$ cat config.mk
export PLATFORM = sky130hd
export DESIGN_NAME = address_map_mode_decoder
export DESIGN_NICKNAME = d
export VERILOG_FILES = /design/src/addr_decode_pkg.sv /design/src/address_map_mode_decoder.sv /design/src/periph_split.sv
export VERILOG_INCLUDE_DIRS = /design/src
export SDC_FILE = /design/constraint.sdc
export NUM_CORES = 1
export LEC_CHECK = 0
export BUFFER_PORTS_ARGS = -buffer_cell sky130_fd_sc_hd__buf_2
export CORE_MARGIN = 2
export CORE_UTILIZATION = 30
export CTS_BUF_LIST = sky130_fd_sc_hd__clkbuf_8
export DETAILED_ROUTE_END_ITERATION = 10
export SLEW_MARGIN = 20
export SYNTH_ARGS = -nofsm -noshare
export SYNTH_HDL_FRONTEND = slang
export SYNTH_HIERARCHICAL = 1
export SYNTH_SLANG_ARGS = --single-unit
$ cat constraint.sdc
create_clock -name ref_clk_i -period 5.6 [get_ports ref_clk_i]
set_input_delay 0.84 -clock ref_clk_i [delete_from_list [all_inputs] [get_ports ref_clk_i]]
set_output_delay 0.84 -clock ref_clk_i [all_outputs]
set_load 0.02 [all_outputs]
$ cat src/addr_map.svh
// Purpose: Address bounds, vector slots, reset values and timing counts of the address map decoder.
// Assumes: Physical addresses are 28 bits wide, program addresses 26 bits wide.
// Notes: Definitions only; included by its bare name.
`ifndef ADDR_MAP_SVH
`define ADDR_MAP_SVH

// Physical map, 28-bit.
`define ROM_PHYS_END 28'h001FFFF
`define ROM_AREA_END 28'h00FFFFF
`define EXT_SINGLE_BASE 28'h0100000
`define EXT_AREA_END 28'h03FFFFF
`define RAM_BASE 28'hFFFC000
`define RAM_PHYS_END 28'hFFFD7FF
`define RAM_PROHIB_BASE 28'hFFFD800
`define PER_BASE 28'hFFFF000
`define RAM_IMG_BASE 28'h3FFC000
`define RAM_IMG_PHYS_END 28'h3FFD7FF
`define RAM_IMG_AREA_END 28'h3FFEFFF
`define PER_IMG_BASE 28'h3FFF000
`define PER_IMG_END 28'h3FFFFFF

// Program space image of the peripheral area, 26-bit.
`define PER_PROG_BASE 26'h3FFF000

// Vector slots.
`define VEC_RESET_ADDR 32'h00000000
`define VEC_NMI_ADDR 32'h00000010
`define VEC_TRAP_A_ADDR 32'h00000040
`define VEC_TRAP_B_ADDR 32'h00000050
`define VEC_ILLEGAL_ADDR 32'h00000060
`define VEC_IRQ_BASE 32'h00000080

// Pin function register reset values in control mode.
`define DATA_HIGH_CTRL_RST 8'hFF
`define DATA_LOW_CTRL_RST 16'hFFFF
`define BUS_STROBE_CTRL_RST 8'h53
`define BUS_HANDSHAKE_CTRL_RST 8'h03

// Cycles from reset release until the mode pins are taken.
`define MODE_CAPTURE_CYCLES 2'h2

`endif

$ cat src/addr_decode_pkg.sv
// Purpose: Types shared by the address map decoder and its peripheral splitter.
// Assumes: Nothing beyond the map header.
// Notes: Enumerations carry explicit binary codes.
package addr_decode_pkg;

  typedef enum logic [1:0] {
    MODE_ROMLESS = 2'b00,
    MODE_SINGLE = 2'b01,
    MODE_FLASH = 2'b10,
    MODE_PROHIB = 2'b11
  } op_mode_t;

  typedef enum logic [2:0] {
    TGT_NONE = 3'b000,
    TGT_ROM = 3'b001,
    TGT_RAM = 3'b010,
    TGT_PERIPH = 3'b011,
    TGT_EXT = 3'b100,
    TGT_UNDEF = 3'b101,
    TGT_PROHIB = 3'b110
  } target_t;

  typedef enum logic [2:0] {
    VEC_RESET = 3'b000,
    VEC_NMI = 3'b001,
    VEC_TRAP_A = 3'b010,
    VEC_TRAP_B = 3'b011,
    VEC_ILLEGAL = 3'b100,
    VEC_MASKABLE = 3'b101
  } vec_kind_t;

  typedef enum logic [1:0] {
    SZ_BYTE = 2'b00,
    SZ_HALF = 2'b01,
    SZ_WORD = 2'b10
  } acc_size_t;

  typedef enum logic [1:0] {
    SP_IDLE = 2'b00,
    SP_LOW = 2'b01,
    SP_HIGH = 2'b10
  } split_state_t;

endpackage : addr_decode_pkg

$ cat src/address_map_mode_decoder.sv
// Purpose: Decodes fetch and operand addresses into ROM, RAM, peripheral or external targets,
//   takes the operating mode from the mode pins and owns the bus pin function registers.
// Assumes: Mode pins and the high-voltage detect come from pins; all other inputs are on ref_clk_i.
// Notes: Fetch, operand and vector results are registered and appear one cycle after the request.
//
// How it works
// - Pin a high, pin b low selects single-chip mode with ROM at zero.
// - High voltage on pin b with pin a high selects flash programming mode.
// - Address bits 31 to 28 are ignored; sixteen images of 256 MB.
// - Program counter keeps 26 bits; branch carry out of bit 25 dropped.
// - Operand address sum is truncated to 32 bits, wrapping to zero.
// - No instruction fetch from the peripheral area or its program-space image.
// - Only 128 KB of ROM exist; the rest of the 1 MB reads undefined.
// - An acknowledged interrupt or exception redirects to its fixed handler address.
// - Vectors: reset 0, illegal/debug 60H, first external 80H, 16-byte slots.
// - RAM answers only in its 6 KB; the rest of 12 KB is prohibited.
// - RAM is also seen through an image at 3FFC000H.
// - Peripherals live at FFFF000H; the 3FFF000H image is prohibited.
// - Peripheral decode ignores address bit 0.
// - Word peripheral access becomes two halfwords, lower first, low two bits ignored.
// - Halfword write to a byte register stores only the low byte.
// - External memory is 4 MB; starts at 100000H in single-chip mode.
// - Internal ROM, RAM and peripheral addresses never go to the external bus.
// - In ROMless mode bus pins leave reset in control mode, 16-bit bus.
// - In single-chip mode bus pins leave reset as general ports.
// - Each bus pin follows its own pin function register bit.
// - Pin function registers reset to ones (53H, 03H) ROMless, zero otherwise.
`timescale 1ns/1ns
`default_nettype none
`include "addr_map.svh"

module address_map_mode_decoder
  import addr_decode_pkg::*;
(
  input wire logic ref_clk_i,                        // System clock, 100 MHz.
  input wire logic rst_i,                            // Asynchronous reset, active high.
  input wire logic op_select_pin_a_i,                // Mode pin a.
  input wire logic op_select_pin_b_i,                // Mode pin b, logic level.
  input wire logic prog_volt_high_i,                 // Mode pin b at programming voltage.
  input wire logic fetch_req_i,                      // Fetch address request.
  input wire logic [31:0] fetch_base_i,              // Fetch base address.
  input wire logic [31:0] fetch_disp_i,              // Fetch displacement.
  input wire logic data_req_i,                       // Operand access request.
  input wire logic [31:0] data_base_i,               // Operand base address.
  input wire logic [31:0] data_disp_i,               // Operand displacement.
  input wire acc_size_t data_size_i,                 // Operand access size.
  input wire logic data_wr_i,                        // Operand write when high.
  input wire logic [31:0] data_wdata_i,              // Operand write data.
  input wire logic per_byte_reg_i,                   // Addressed peripheral register is byte wide.
  input wire logic [15:0] per_rdata_i,               // Peripheral halfword read data.
  input wire logic per_ack_i,                        // Peripheral halfword done.
  input wire logic vec_req_i,                        // Interrupt or exception acknowledged.
  input wire vec_kind_t vec_kind_i,                  // Source kind.
  input wire logic [5:0] vec_slot_i,                 // Maskable source slot.
  input wire logic pin_func_wr_i,                    // Pin function register write.
  input wire logic [1:0] pin_func_sel_i,             // 0 high data, 1 low data, 2 strobe, 3 handshake.
  input wire logic [15:0] pin_func_data_i,           // Pin function write data.
  output op_mode_t op_mode_o,                        // Captured operating mode.
  output logic mode_valid_o,                         // Mode has been captured.
  output logic mode_error_o,                         // Prohibited pin combination.
  output logic fetch_valid_o,                        // Fetch result valid pulse.
  output logic [25:0] fetch_addr_o,                  // Wrapped program address.
  output target_t fetch_target_o,                    // Fetch target.
  output logic fetch_refused_o,                      // Fetch not allowed here.
  output logic data_valid_o,                         // Operand result valid pulse.
  output logic [27:0] data_addr_o,                   // Physical operand address.
  output target_t data_target_o,                     // Operand target.
  output logic ext_req_o,                            // External bus request pulse.
  output logic [21:0] ext_addr_o,                    // External bus address.
  output logic per_req_o,                            // Peripheral halfword request.
  output logic [11:0] per_addr_o,                    // Peripheral halfword offset.
  output logic per_wr_o,                             // Peripheral halfword write.
  output logic [15:0] per_wdata_o,                   // Peripheral halfword write data.
  output logic [31:0] per_rdata_o,                   // Gathered peripheral read data.
  output logic per_done_o,                           // Peripheral access done pulse.
  output logic vec_valid_o,                          // Handler address valid pulse.
  output logic [31:0] vec_addr_o,                    // Handler address.
  output logic vec_external_o,                       // Handler lies in external memory.
  output logic [7:0] data_high_pin_function_reg_o,   // Upper data port pin functions.
  output logic [15:0] data_low_pin_function_reg_o,   // Lower data port pin functions.
  output logic [7:0] bus_strobe_pin_function_reg_o,  // Strobe port pin functions.
  output logic [7:0] bus_handshake_pin_function_reg_o // Handshake port pin functions.
);

  // ----------------------------------------------------------------
  // Mode capture
  // ----------------------------------------------------------------
  logic [2:0] pin_meta_q;
  logic [2:0] pin_sync_q;
  logic [1:0] cap_cnt_q;
  op_mode_t mode_d;

  always_ff @(posedge ref_clk_i or posedge rst_i) begin
    if (rst_i) begin
      pin_meta_q <= 3'h0;
      pin_sync_q <= 3'h0;
    end else begin
      pin_meta_q <= {prog_volt_high_i, op_select_pin_b_i, op_select_pin_a_i};
      pin_sync_q <= pin_meta_q;
    end
  end

  always_comb begin
    if (pin_sync_q[2] && pin_sync_q[0]) begin
      mode_d = MODE_FLASH;
    end else if (!pin_sync_q[2] && !pin_sync_q[1] && pin_sync_q[0]) begin
      mode_d = MODE_SINGLE;
    end else if (!pin_sync_q[2] && !pin_sync_q[1] && !pin_sync_q[0]) begin
      mode_d = MODE_ROMLESS;
    end else begin
      mode_d = MODE_PROHIB;
    end
  end

  // The pins are taken once; later changes are not followed since they are to stay fixed.
  always_ff @(posedge ref_clk_i or posedge rst_i) begin
    if (rst_i) begin
      cap_cnt_q <= 2'h0;
      mode_valid_o <= 1'b0;
      op_mode_o <= MODE_PROHIB;
      mode_error_o <= 1'b0;
    end else if (!mode_valid_o) begin
      if (cap_cnt_q == `MODE_CAPTURE_CYCLES) begin
        mode_valid_o <= 1'b1;
        op_mode_o <= mode_d;
        mode_error_o <= (mode_d == MODE_PROHIB);
      end else begin
        cap_cnt_q <= cap_cnt_q + 2'h1;
      end
    end
  end

  // ----------------------------------------------------------------
  // Pin function registers
  // ----------------------------------------------------------------
  always_ff @(posedge ref_clk_i or posedge rst_i) begin
    if (rst_i) begin
      data_high_pin_function_reg_o <= 8'h00;
      data_low_pin_function_reg_o <= 16'h0000;
      bus_strobe_pin_function_reg_o <= 8'h00;
      bus_handshake_pin_function_reg_o <= 8'h00;
    end else if (!mode_valid_o) begin
      if (cap_cnt_q == `MODE_CAPTURE_CYCLES && mode_d == MODE_ROMLESS) begin
        data_high_pin_function_reg_o <= `DATA_HIGH_CTRL_RST;
        data_low_pin_function_reg_o <= `DATA_LOW_CTRL_RST;
        bus_strobe_pin_function_reg_o <= `BUS_STROBE_CTRL_RST;
        bus_handshake_pin_function_reg_o <= `BUS_HANDSHAKE_CTRL_RST;
      end
    end else if (pin_func_wr_i) begin
      unique case (pin_func_sel_i)
        2'h0: data_high_pin_function_reg_o <= pin_func_data_i[7:0];
        2'h1: data_low_pin_function_reg_o <= pin_func_data_i;
        2'h2: bus_strobe_pin_function_reg_o <= pin_func_data_i[7:0];
        2'h3: bus_handshake_pin_function_reg_o <= pin_func_data_i[7:0];
      endcase
    end
  end

  // ----------------------------------------------------------------
  // Address decode
  // ----------------------------------------------------------------
  // External cycles need at least one strobe pin in control mode; in single-chip mode
  // that happens only after software reprograms them.
  logic ext_en;
  assign ext_en = |bus_strobe_pin_function_reg_o;

  function automatic target_t decode(input logic [27:0] a, input op_mode_t m, input logic en);
    target_t t;
    t = TGT_NONE;
    if (m == MODE_PROHIB) begin
      t = TGT_NONE;
    end else if (a >= `PER_BASE) begin
      t = TGT_PERIPH;
    end else if (a >= `RAM_PROHIB_BASE) begin
      t = (a >= `RAM_BASE) ? TGT_PROHIB : TGT_NONE;
    end else if (a >= `RAM_BASE) begin
      t = TGT_RAM;
    end else if (a >= `PER_IMG_BASE && a <= `PER_IMG_END) begin
      t = TGT_PROHIB;
    end else if (a > `RAM_IMG_PHYS_END && a <= `RAM_IMG_AREA_END) begin
      t = TGT_PROHIB;
    end else if (a >= `RAM_IMG_BASE && a <= `RAM_IMG_PHYS_END) begin
      t = TGT_RAM;
    end else if (m != MODE_ROMLESS && a <= `ROM_AREA_END) begin
      t = (a <= `ROM_PHYS_END) ? TGT_ROM : TGT_UNDEF;
    end else if (a <= `EXT_AREA_END && en) begin
      t = TGT_EXT;
    end
    return t;
  endfunction : decode

  logic [25:0] pc_sum;
  logic [31:0] op_sum;
  target_t fetch_tgt;
  target_t data_tgt;
  logic split_busy;

  assign pc_sum = fetch_base_i[25:0] + fetch_disp_i[25:0];
  assign op_sum = data_base_i + data_disp_i;
  assign fetch_tgt = decode({2'b00, pc_sum}, op_mode_o, ext_en);
  assign data_tgt = decode(op_sum[27:0], op_mode_o, ext_en);

  always_ff @(posedge ref_clk_i or posedge rst_i) begin
    if (rst_i) begin
      fetch_valid_o <= 1'b0;
      fetch_addr_o <= 26'h0000000;
      fetch_target_o <= TGT_NONE;
      fetch_refused_o <= 1'b0;
    end else begin
      fetch_valid_o <= fetch_req_i && mode_valid_o;
      if (fetch_req_i && mode_valid_o) begin
        fetch_addr_o <= pc_sum;
        fetch_target_o <= fetch_tgt;
        fetch_refused_o <= (pc_sum >= `PER_PROG_BASE) || (fetch_tgt == TGT_PERIPH);
      end
    end
  end

  always_ff @(posedge ref_clk_i or posedge rst_i) begin
    if (rst_i) begin
      data_valid_o <= 1'b0;
      data_addr_o <= 28'h0000000;
      data_target_o <= TGT_NONE;
      ext_req_o <= 1'b0;
      ext_addr_o <= 22'h000000;
    end else begin
      data_valid_o <= data_req_i && mode_valid_o;
      ext_req_o <= data_req_i && mode_valid_o && data_tgt == TGT_EXT;
      if (data_req_i && mode_valid_o) begin
        data_addr_o <= op_sum[27:0];
        data_target_o <= data_tgt;
        ext_addr_o <= op_sum[21:0];
      end
    end
  end

  periph_split u_split (
    .clk_i(ref_clk_i),
    .rst_i(rst_i),
    .start_i(data_req_i && mode_valid_o && data_tgt == TGT_PERIPH && !split_busy),
    .addr_i(op_sum[11:0]),
    .size_i(data_size_i),
    .wr_i(data_wr_i),
    .wdata_i(data_wdata_i),
    .byte_reg_i(per_byte_reg_i),
    .rdata_i(per_rdata_i),
    .ack_i(per_ack_i),
    .req_o(per_req_o),
    .addr_o(per_addr_o),
    .wr_o(per_wr_o),
    .wdata_o(per_wdata_o),
    .rdata_o(per_rdata_o),
    .done_o(per_done_o),
    .busy_o(split_busy)
  );

  // ----------------------------------------------------------------
  // Vector table
  // ----------------------------------------------------------------
  always_ff @(posedge ref_clk_i or posedge rst_i) begin
    if (rst_i) begin
      vec_valid_o <= 1'b0;
      vec_addr_o <= `VEC_RESET_ADDR;
      vec_external_o <= 1'b0;
    end else begin
      vec_valid_o <= vec_req_i;
      if (vec_req_i) begin
        vec_external_o <= (op_mode_o == MODE_ROMLESS);
        unique case (vec_kind_i)
          VEC_RESET: vec_addr_o <= `VEC_RESET_ADDR;
          VEC_NMI: vec_addr_o <= `VEC_NMI_ADDR;
          VEC_TRAP_A: vec_addr_o <= `VEC_TRAP_A_ADDR;
          VEC_TRAP_B: vec_addr_o <= `VEC_TRAP_B_ADDR;
          VEC_ILLEGAL: vec_addr_o <= `VEC_ILLEGAL_ADDR;
          VEC_MASKABLE: vec_addr_o <= `VEC_IRQ_BASE + {22'h000000, vec_slot_i, 4'h0};
          default: vec_addr_o <= `VEC_RESET_ADDR;
        endcase
      end
    end
  end

  // ----------------------------------------------------------------
  // Checks
  // ----------------------------------------------------------------
  mode_single_a: assert property (@(posedge ref_clk_i) disable iff (rst_i)
    (fetch_valid_o && op_mode_o == MODE_SINGLE && fetch_addr_o <= 26'h001FFFF) |-> fetch_target_o == TGT_ROM)
    else $error("single-chip fetch near zero missed the ROM");

  mode_stable_a: assert property (@(posedge ref_clk_i) disable iff (rst_i)
    mode_valid_o |=> (mode_valid_o && $stable(op_mode_o)))
    else $error("captured mode changed");

  romless_pins_a: assert property (@(posedge ref_clk_i) disable iff (rst_i)
    ($rose(mode_valid_o) && op_mode_o == MODE_ROMLESS) |-> (bus_strobe_pin_function_reg_o == 8'h53
      && bus_handshake_pin_function_reg_o == 8'h03 && data_low_pin_function_reg_o == 16'hFFFF))
    else $error("ROMless pin function reset values wrong");

  fetch_wrap_a: assert property (@(posedge ref_clk_i) disable iff (rst_i)
    (fetch_req_i && mode_valid_o) |=> (fetch_valid_o && fetch_addr_o == 26'($past(fetch_base_i + fetch_disp_i))))
    else $error("fetch address not wrapped to 26 bits");

  fetch_image_a: assert property (@(posedge ref_clk_i) disable iff (rst_i)
    (fetch_valid_o && fetch_addr_o >= 26'h3FFF000) |-> fetch_refused_o)
    else $error("fetch from peripheral image not refused");

  data_image_a: assert property (@(posedge ref_clk_i) disable iff (rst_i)
    (data_req_i && mode_valid_o) |=> data_addr_o == 28'($past(data_base_i + data_disp_i)))
    else $error("operand physical address wrong");

  ram_window_a: assert property (@(posedge ref_clk_i) disable iff (rst_i)
    (data_valid_o && data_target_o == TGT_RAM) |-> ((data_addr_o >= 28'hFFFC000 && data_addr_o <= 28'hFFFD7FF)
      || (data_addr_o >= 28'h3FFC000 && data_addr_o <= 28'h3FFD7FF)))
    else $error("RAM target outside physical RAM");

  ext_only_a: assert property (@(posedge ref_clk_i) disable iff (rst_i)
    ext_req_o |-> (data_target_o == TGT_EXT && data_addr_o <= 28'h03FFFFF
      && (op_mode_o == MODE_ROMLESS || data_addr_o >= 28'h0100000)))
    else $error("external request for an internal address");

  vec_illegal_a: assert property (@(posedge ref_clk_i) disable iff (rst_i)
    (vec_req_i && vec_kind_i == VEC_ILLEGAL) |=> (vec_valid_o && vec_addr_o == 32'h00000060))
    else $error("illegal opcode vector wrong");

endmodule : address_map_mode_decoder

`default_nettype wire

$ cat src/periph_split.sv
// Purpose: Turns one operand access to the peripheral area into one or two halfword cycles.
// Assumes: The peripheral side holds ack_i high for one cycle per halfword.
// Notes: A start while busy is ignored; the caller watches busy_o.
`timescale 1ns/1ns
`default_nettype none
`include "addr_map.svh"

module periph_split
  import addr_decode_pkg::*;
(
  input wire logic clk_i,           // System clock.
  input wire logic rst_i,           // Asynchronous reset, active high.
  input wire logic start_i,         // Start a peripheral access.
  input wire logic [11:0] addr_i,   // Offset inside the peripheral area.
  input wire acc_size_t size_i,     // Access size.
  input wire logic wr_i,            // Write when high.
  input wire logic [31:0] wdata_i,  // Write data.
  input wire logic byte_reg_i,      // Target register is byte wide.
  input wire logic [15:0] rdata_i,  // Halfword read data.
  input wire logic ack_i,           // Halfword cycle done.
  output logic req_o,               // Halfword cycle request.
  output logic [11:0] addr_o,       // Halfword cycle offset.
  output logic wr_o,                // Halfword cycle write.
  output logic [15:0] wdata_o,      // Halfword cycle write data.
  output logic [31:0] rdata_o,      // Gathered read data.
  output logic done_o,              // Access complete pulse.
  output logic busy_o               // Access in progress.
);

  split_state_t state_q;
  logic word_q;
  logic [15:0] upper_q;

  always_ff @(posedge clk_i or posedge rst_i) begin
    if (rst_i) begin
      state_q <= SP_IDLE;
      word_q <= 1'b0;
      upper_q <= 16'h0000;
      req_o <= 1'b0;
      addr_o <= 12'h000;
      wr_o <= 1'b0;
      wdata_o <= 16'h0000;
      rdata_o <= 32'h00000000;
      done_o <= 1'b0;
      busy_o <= 1'b0;
    end else begin
      done_o <= 1'b0;
      unique case (state_q)
        SP_IDLE: begin
          if (start_i) begin
            state_q <= SP_LOW;
            busy_o <= 1'b1;
            req_o <= 1'b1;
            wr_o <= wr_i;
            word_q <= (size_i == SZ_WORD);
            upper_q <= wdata_i[31:16];
            if (size_i == SZ_WORD) begin
              addr_o <= {addr_i[11:2], 2'b00};
            end else begin
              addr_o <= {addr_i[11:1], 1'b0};
            end
            if (byte_reg_i && size_i == SZ_HALF) begin
              wdata_o <= {8'h00, wdata_i[7:0]};
            end else begin
              wdata_o <= wdata_i[15:0];
            end
          end
        end
        SP_LOW: begin
          if (ack_i) begin
            rdata_o <= {16'h0000, rdata_i};
            if (word_q) begin
              state_q <= SP_HIGH;
              addr_o <= {addr_o[11:2], 2'b10};
              wdata_o <= upper_q;
            end else begin
              state_q <= SP_IDLE;
              req_o <= 1'b0;
              busy_o <= 1'b0;
              done_o <= 1'b1;
            end
          end
        end
        SP_HIGH: begin
          if (ack_i) begin
            rdata_o <= {rdata_i, rdata_o[15:0]};
            state_q <= SP_IDLE;
            req_o <= 1'b0;
            busy_o <= 1'b0;
            done_o <= 1'b1;
          end
        end
        default: begin
          state_q <= SP_IDLE;
          req_o <= 1'b0;
          busy_o <= 1'b0;
        end
      endcase
    end
  end

  lsb_ignored_a: assert property (@(posedge clk_i) disable iff (rst_i)
    req_o |-> addr_o[0] == 1'b0)
    else $error("peripheral cycle with odd offset");

  word_order_a: assert property (@(posedge clk_i) disable iff (rst_i)
    (state_q == SP_LOW && ack_i && word_q) |=> (req_o && addr_o[1:0] == 2'b10 && state_q == SP_HIGH))
    else $error("word access did not follow with the upper halfword");

endmodule : periph_split

`default_nettype wire

Word-level counts from Yosys, hierarchy flattened
Index checks and enable logic that the tools add are counted.
Widths: inputs -> output; s select.
{ "classes": {"magnitude_cmp": 21, "bitwise": 4, "reduce_logical": 47, "addsub": 4, "muxes": 67, "n_eq_ne": 28} }
{ "op_table": {"columns": ["op", "n"], "rows": [
  ["$mux 16", 8],
  ["$mux 8", 12],
  ["$ge 28x28->1 const B", 3],
  ["$le 28x26->1 const B", 3],
  ["$ge 26x26->1 const B", 3],
  ["$mux 32", 2],
  ["$pmux 32 s2", 1],
  ["$ge 28x26->1 const B", 2],
  ["$pmux 11 s5", 1],
  ["$mux 3", 18],
  ["$le 26x26->1 const B", 2],
  ["$pmux 16 s2", 1],
  ["$add 28x28->28", 1],
  ["$gt 28x26->1 const B", 1],
  ["$le 28x17->1 const B", 1],
  ["$le 28x20->1 const B", 1],
  ["$le 28x22->1 const B", 1],
  ["$add 26x26->26", 1],
  ["$gt 26x26->1 const B", 1],
  ["$le 26x17->1 const B", 1],
  ["$le 26x20->1 const B", 1],
  ["$le 26x22->1 const B", 1],
  ["$mux 12", 2],
  ["$pmux 12 s2", 1],
  ["other kinds (24)", 102]
]} }
{ "word_totals": {"register_bits": 254, "elab_cells": 204, "input_bits": 217, "out_inout_bits": 227} }

Longest topological paths before layout
Gate-level depths: netlist (run 1).
{ "logic_depth": {"word_depth": 17, "ltp_mapped": 16, "mapped_depth_nobuf": 15} }

Hierarchy
The synthesis (run 1) kept the hierarchy.
{ "by_module_without_submodules": {"columns": ["module", "n_inst", "area_each_um2", "cells_each", "seq_area_each_um2"], "rows": [
  ["address_map_mode_decoder", 1, 8400.6, 944, 3130.5],
  ["periph_split", 1, 3684.8, 318, 2026.9]
]} }

Least setup slack after synthesis (run 1)
No wires, ideal clock.
{ "synth_path": {"path_type": "in2reg", "startpoint": "input data_base_i[0]", "endpoint": "register u_split.wdata_o[10]", "setup_ps": 125, "path_buffers": 1, "path_stages": 16, "slack_ps": 1111, "t_arrival_ps": 4364, "required_ps": 5475, "path_cell_list": "ha_1 > fa_1 > a211oi_1 > o21ai_0 > a22oi_1 > a31oi_1 > xnor2_1 > nand2_1 > nor4b_2 > and2_1 > a32oi_1 > nor4_2 > mux2i_1 > nor3_4 > buf_12 > mux2_4"} }
{ "synth_between": {"elab_chain_cells": 17, "elab_cells_between_ends": 34, "classes_between": "add/sub (1); order compare (12); eq/ne (2); mux (11); reduce/logical (8)"} }
{ "synth_lines": {"columns": ["element", "line", "rtl"], "rows": [
  ["from (decl)", "address_map_mode_decoder.sv:44", "input wire logic [31:0] data_base_i,"],
  ["$add 28x28->28 *", "address_map_mode_decoder.sv:199", "assign op_sum = data_base_i + data_disp_i;"],
  ["$le 28x22->1 (no line)", null, null],
  ["$logic_and 1x1->1", "address_map_mode_decoder.sv:186", "end else if (a <= `EXT_AREA_END && en) begin"],
  ["$mux 3", "address_map_mode_decoder.sv:186", null],
  ["$mux 3", "address_map_mode_decoder.sv:184", "end else if (m != MODE_ROMLESS && a <= `ROM_AREA_END) begin"],
  ["$mux 3", "address_map_mode_decoder.sv:182", "end else if (a >= `RAM_IMG_BASE && a <= `RAM_IMG_PHYS_END) begin"],
  ["$mux 3", "address_map_mode_decoder.sv:180", "end else if (a > `RAM_IMG_PHYS_END && a <= `RAM_IMG_AREA_END) begin"],
  ["$mux 3", "address_map_mode_decoder.sv:178", "end else if (a >= `PER_IMG_BASE && a <= `PER_IMG_END) begin"],
  ["$mux 3", "address_map_mode_decoder.sv:176", "end else if (a >= `RAM_BASE) begin"],
  ["$mux 3", "address_map_mode_decoder.sv:174", "end else if (a >= `RAM_PROHIB_BASE) begin"],
  ["$mux 3 *", "address_map_mode_decoder.sv:172", "end else if (a >= `PER_BASE) begin"],
  ["$mux 3 *", "address_map_mode_decoder.sv:170", "if (m == MODE_PROHIB) begin"],
  ["$eq 3x2->1 *", "address_map_mode_decoder.sv:240", ".start_i(data_req_i && mode_valid_o && data_tgt == TGT_PERIPH && !split_busy),"],
  ["$logic_and 1x1->1 * (2 in a row)", "address_map_mode_decoder.sv:240", null],
  ["$ne 2x1->1 (no line) *", null, null],
  ["$reduce_and 4->1 (no line) *", null, null],
  ["to (signal assigned)", "periph_split.sv:63", "wdata_o <= {8'h00, wdata_i[7:0]};"],
  ["to (signal assigned)", "periph_split.sv:65", "wdata_o <= wdata_i[15:0];"],
  ["to (signal assigned)", "periph_split.sv:75", "wdata_o <= upper_q;"],
  ["to (decl)", "periph_split.sv:24", "output logic [15:0] wdata_o,"]
]} }
Mark *: on every way between the ends. The rest lies on a longest branch, timed or not.
A chain may end at the register's enable or synchronous reset.

Worst setup path after layout (run 1)
{ "layout_path": {"startpoint": "input data_base_i[0]", "endpoint": "register u_split.wdata_o[15]"} }
The elaborated chain is that of the path after synthesis.

==> results of run 1 <==
## cell families after synthesis
kind of cell    count (synthesis)  share of synthesized area [%]
simple gates                  409                           16.6
mux                            95                           8.88
other cells                     2                         0.0621
compound gates                297                           15.3
xor+xnor                       47                           3.41
flops                         206                           42.7
buf+inv                       144                           6.54
fa+ha+maj                      62                           6.54
## per-layer routing
layer / vias up / wire length, um
met1: 5005 / 16700
met3: 58 / 3320
met4: 4 / 799
met5: - / 21
li1: 5109 / -
met2: 430 / 18300
## registers in the layout, summed over array words and instances, names as in the netlist, 11 cells and up
register	flops
data_addr_o	28
fetch_addr_o	26
u_split/wdata_o	16
data_low_pin_function_reg_o	16
u_split/addr_o	11
u_split/rdata_o	32
u_split/upper_q	16
## per-stage QoR
step,cells,power [W]
2_1_floorplan,1286,0.00331
3_3_place_gp,2125,0.00390
3_5_place_dp,2125,0.00392
4_1_cts,2197,0.00559
5_1_grt,2197,0.00584
6_report,2197,0.00550
## cell type report
class / count / area [um2]
Fill cell: 4035 / 24600
Timing Repair Buffer: 410 / 2080
Inverter: 48 / 186
Sequential cell: 206 / 5160
Clock inverter: 22 / 176
Multi-Input combinational cell: 936 / 6230
Clock buffer: 50 / 688
Tap cell: 525 / 657
## power by group through the flow
stage	combinational, W	sequential [W]	clock [W]
finish	0.00196	0.00193	0.00162
global route	0.00213	0.00196	0.00175
CTS	0.00198	0.00193	0.00168
detailed placement	0.00197	0.00195	0
global placement	0.00195	0.00194	0
floorplan	0.00108	0.00223	0
## critical path, delay by kind of cell
family          cells  cell delay, ns
buf+inv             3            0.52
mux                 2            0.48
simple gates        5            0.99
compound gates      5            1.44
fa+ha+maj           2            0.72
xor+xnor            1            0.24
## cell usage after synthesis (all sizes together) (20+ instances only)
library cell,n,area share [%]
nand2b,39,2.0
xnor2,27,2.0
o21ai,134,5.7
mux2,68,6.6
ha,60,6.2
nand2,187,5.8
nor2,60,1.9
mux2i,27,2.2
a21oi,66,3.1
dfrtp,204,42
nor2b,23,1.2
buf,67,4.2
clkbuf,29,0.90
inv,48,1.5
xor2,20,1.4
## how the worst max path moves through the flow
stage                              start             endpoint  slack [ns]  cells past startpoint
after floorplan           data_base_i[0]  u_split/wdata_o[10]        1.11                     16
after global placement    data_base_i[0]   u_split/wdata_o[4]        0.40                     18
after detailed placement  data_base_i[0]  u_split/wdata_o[15]        0.30                     18
after CTS                 data_base_i[0]   u_split/wdata_o[1]        0.90                     18
after global routing      data_base_i[0]   u_split/wdata_o[4]        0.45                     17
final                     data_base_i[0]  u_split/wdata_o[15]        0.78                     18
==> impl_metrics.yaml, run 1 <==
timing:
  slew_headroom_pct: 32.5
  finalCritPeriodShare_pct: 86.1
  worst_slew_pin_slew_ns: 1.01
  hold-worst-slack_ns: 0.348
  fin_crit_ns: 4.82
  setup_slack_ns: 0.778
  hold_viol: 0
  rsz0062_at_grt: "no"
  fin_skew_ns: 0.0218
  setup_violations: 0
  fmax_mhz: 207
  drv_slew: 0
  setup_tns_ns: 0
min_path:
  hp-class: "register to register"
  hold_end: "pin_sync_q[1]"
  min_from: "pin_meta_q[1]"
  min_path_cells: 0
finish:
  final_cell_mix: "buf_2, dfrtp_1, nand2_1"
  drive_above_1_share_pct: 34.5
  area_growth_syn_to_layout_pct: 25.6
  diodes: 0
  num-nets-final: 1921
  final_common_cell: "buf_2"
  fin_util_pct: 38.2
  stdcell_area_um2: 15200
placed_design:
  post-dp-hpwl_mm: 30.4
  io_buffers: 397
  gp_congestion: 0.938
  dpl_worst_slack_ns: 0.305
  dpl_cell_area_um2: 14300
setup_path:
  crit_top_cell: "buf_4"
  crit_slowest_cell: "a211oi_1"
  path_cells: "buf_2 -> ha_1 -> fa_1 -> a211oi_1 -> o21ai_0 -> a22oi_1 -> a31oi_1 -> xnor2_1 -> nand2_1 -> nor4b_2 -> and2_1 -> a32oi_1 -> nor4_2 -> buf_4 -> mux2i_1 -> nor3_4 -> buf_4 -> mux2_2"
  rrSetupSlack_ns: 2.53
  crit_type: "input port to register"
  crit_path_end_kind: "register"
  cp.required_ns: 6.03
  worst-path-max-fanout: 9
  r2r-end: "u_split/wdata_o[15]"
  cp.arrival_ns: 5.25
  start_kind: "input port"
  ff2ff_path_depth: 12
  r2r-start: "mode_valid_o"
  max_stage_delay_ns: 0.49
pwr:
  pwr-share-comb_pct: 35.6
  intPower_w: 0.00344
  p_per_area_nw_per_um2: 363
  leakagePower_nw: 7.60
  p_switching_w: 0.00206
  ir_drop_v: 0.000164
  pwr-share-seq_pct: 35.0
  power.share.switching_pct: 37.5
  clkPwrFrac_pct: 29.5
grt:
  met3_usage_pct: 5.03
  antenna_found_initial: 2
  overflow: 0
  use_met1_pct: 23.3
  grt_first_pass_wirelength_mm: 59.8
  grt_pass1_vias: 10600
  grt_usage_pct: 18.3
  busiest_layer: "met2"
  grt_max_degree: 92
  gr-usage-met2_pct: 30.3
yosys:
  ys_seq_elements: 206
  async_flop_share_pct: 100
  avgSynthCellArea_um2: 9.58
  synth_edf_count: 0
  ys.warnings.count: 6
  synth_ff_type: "dfrtp_1"
  yosysSeqAreaShare_pct: 42.7
  netlist_area_um2: 12100
  syn_inst: 1262
  synth_cell_type_count: 83
route:
  firstDrtPassIters: 7
  route.detailed.drc: 0
  wl_mm: 39.1
  via_per_inst: 4.83
  drtIter0Drc: 441
  postRouteAntennaNets: 0
  post_drt_wl_per_cell_um: 17.8
  routed-via-count: 10600
clocking:
  post_cts_buffers: 0
  htree_levels: 2
  clock_latency_ns: 0.56
  clk_path_buf_depth: 3
  cts_tree: "yes"
  postCtsHoldBufs: 0
  clockRootBuffer: "clkbuf_8"
  clkSlewWorstSetupHoldPaths_ns: 0.06
  clkSinkCount: 206
  cts_buffers: 40
  post_cts_resized: 0
floorplan:
  start_util_pct: 30.4
  die-area_um2: 41900
  core.rowCount: 73
  coreArea_um2: 39700
  die_h_um: 205
  io_pins: 444
  die_w_um: 205
run:
  maxCapViolCount: 0
outcome:
  outcome: "finished, final reports clean"
Power figures use the tool's default switching activity.
==> run 2, diff against run 1 <==
ABC_AREA = 1   (was unset)
==> run 2 against run 1 <==
Sequential share of layout area is 1.3 points lower. Clock skew is 0.013 ns higher. Register-to-register slack better by 0.02 ns. Cell count is 23% higher. Sequential cell count stayed put. Setup slack better by 0.55 ns. Synthesized area is 4.5% higher. Core utilization is 0.44 points lower. Highest routed layer is now met4.
==> impl_metrics.yaml, run 2 <==
clocking:
  clkSlewWorstSetupHoldPaths_ns: 0.06
  clock_latency_ns: 0.57
  clk_path_buf_depth: 3
  cts_tree: "yes"
  postCtsHoldBufs: 0
  clockRootBuffer: "clkbuf_8"
  clkSinkCount: 206
  htree_levels: 2
  post_cts_buffers: 0
  cts_buffers: 41
  post_cts_resized: 0
placed_design:
  place_inst: 2640
  dpl_worst_slack_ns: 0.863
  gp_congestion: 0.936
  post-dp-hpwl_mm: 31.9
  dpl_cell_area_um2: 14900
  io_buffers: 397
finish:
  num-nets-final: 2423
  layout.cells.non_filler: 2712
  stdcell_area_um2: 15800
  area_growth_syn_to_layout_pct: 24.9
  diodes: 0
  drive_above_1_share_pct: 23.2
  largest_reg_flops: 32
  final_common_cell: "nand2_1"
  top_register: "u_split/rdata_o"
  final_cell_mix: "nand2_1, buf_2, dfrtp_1"
  biggestRegsByFlops: "u_split/rdata_o: 32 flops, data_addr_o: 28 flops, fetch_addr_o: 26 flops"
run:
  maxCapViolCount: 0
floorplan:
  coreArea_um2: 41800
  core.rowCount: 75
  die-area_um2: 43700
  die_h_um: 209
  io_pins: 444
  start_util_pct: 30.2
  die_w_um: 209
timing:
  setup_tns_ns: 0
  setup_slack_ns: 1.33
  worst_slew_pin_slew_ns: 0.941
  finalCritPeriodShare_pct: 76.2
  fin_skew_ns: 0.0344
  fin_crit_ns: 4.27
  fmax_mhz: 234
  rsz0062_at_grt: "no"
  hold_viol: 0
  setup_violations: 0
  slew_headroom_pct: 37.1
  drv_slew: 0
setup_path:
  cp.arrival_ns: 4.71
  crit_type: "input port to register"
  worst-path-max-fanout: 17
  crit_path_end_kind: "register"
  cp.required_ns: 6.04
  start_kind: "input port"
grt:
  grt_usage_pct: 18.4
  grt_first_pass_wirelength_mm: 64.0
  overflow: 0
  grt_max_degree: 96
  antenna_found_initial: 1
  grt_pass1_vias: 12000
yosys:
  yosysMostFrequentCell: "nand2_1"
  avgSynthCellArea_um2: 7.15
  ys.warnings.count: 6
  async_flop_share_pct: 100
  yosys.area.top_type: "dfrtp_1"
  ys_seq_elements: 206
  synth_top_area_share_pct: 40.4
  synth_edf_count: 0
  synth_cell_type_count: 47
  synth_ff_type: "dfrtp_1"
  yosys-top-cells-count: "nand2_1, dfrtp_1, inv_1"
  yosys-top-cells-area: "dfrtp_1, nand2_1, ha_1, inv_1, o21ai_0"
  syn_inst: 1767
  yosysSeqAreaShare_pct: 40.8
  netlist_area_um2: 12600
pwr:
  ir_drop_v: 0.000181
  leakagePower_nw: 9.10
  p_per_area_nw_per_um2: 340
  power_w: 0.00536
route:
  routed-via-count: 12500
  drtIter0Drc: 819
  post_drt_wl_per_cell_um: 15.1
  firstDrtPassIters: 6
  postRouteAntennaNets: 0
  wl_mm: 40.9
  route.detailed.drc: 0
  via_per_inst: 4.60
outcome:
  outcome: "finished, final reports clean"
min_path:
  hp-class: "input port to asynchronous set/reset pin"
[run 2: changes by cell type in the layout (fill, tap and decap cells not counted), moves of 39 or more]
cell | before | now
inv_1 | 58 | 184
mux2_2 | 58 | 0
nand2_1 | 187 | 704
nand2b_1 | 39 | 0
nand3_1 | 12 | 75
nor2_1 | 60 | 124
[run 2: report_power, final]
part,switching (W),leakage [nW],internal (W)
registers,0.000156,2.62,0.00173
logic,0.00122,5.98,0.000546
clock network,0.000698,0.499,0.00101
[run 2: through the flow]
stage | util (%) | hold slack (ns)
2_1_floorplan | - | 0.331
3_3_place_gp | 35.6 | 0.332
3_5_place_dp | 35.6 | 0.336
4_1_cts | 37.8 | 0.186
5_1_grt | 37.8 | 0.208
6_report | 37.8 | 0.233
[run 2: per-layer routing]
layer	global-route usage [%]	share of wire, %	vias to the layer above
li1	-	-	6256
met1	23.9	44	5708
met2	30.2	46	454
met3	4.57	7.8	69
met4	5.59	2.3	0
met5	0	0	-
[run 2: kinds of logic (layout without fill, tap and decap cells)]
kind of cell,Yosys count,in the layout,share of synthesized area [%]
xor+xnor,35,35,2.43
buf+inv,275,657,9.98
fa+ha+maj,62,62,6.26
compound gates,203,203,8.64
simple gates,984,984,31.8
other cells,2,26,0.0595
flops,206,206,40.8
[run 2: worst max-delay path: stages]
cell and delay [ns]:
buf_2 0.10, ha_1 0.25, fa_1 0.45, nand2_1 0.13
a21oi_2 0.09, nand2_1 0.09, nand2_2 0.08, nand2_1 0.15
nand3_1 0.09, nand2_1 0.06, nand2_1 0.13, nor2_1 0.18
nand2_1 0.11, nor2_1 0.12, nand4_1 0.08, nand2_1 0.10
nand3_1 0.19, nor3_1 0.47, inv_1 0.08, nand2_1 0.09
nand2_1 0.09, inv_1 0.31, nand2_4 0.22, nand2_1 0.12
nand2_1 0.06
[run 2: worst paths after layout]
path / slack (ns) / startpoint / end / cells after the start
worst max register to register: 2.55 / bus_strobe_pin_function_reg_o[3] / u_split/wdata_o[13] / 17
worst min-delay path: 0.23 / rst_i / u_split/upper_q[15] / 2
worst min register to register: 0.34 / pin_meta_q[0] / pin_sync_q[0] / 0
min in group ref_clk_i: 0.34 / pin_meta_q[0] / pin_sync_q[0] / 0
worst max-delay path: 1.33 / data_base_i[0] / u_split/wdata_o[13] / 25
max in group asynchronous: 4.15 / rst_i / fetch_addr_o[13] / 3
[run 2: layout make-up]
type	instances	area, um2
sequential	206	5160
clock buffer	55	757
fill	4503	26000
timing repair buffer	404	2040
inverter	181	686
multi-input combinational	1310	6300
tap	539	674
clock inverter	17	153
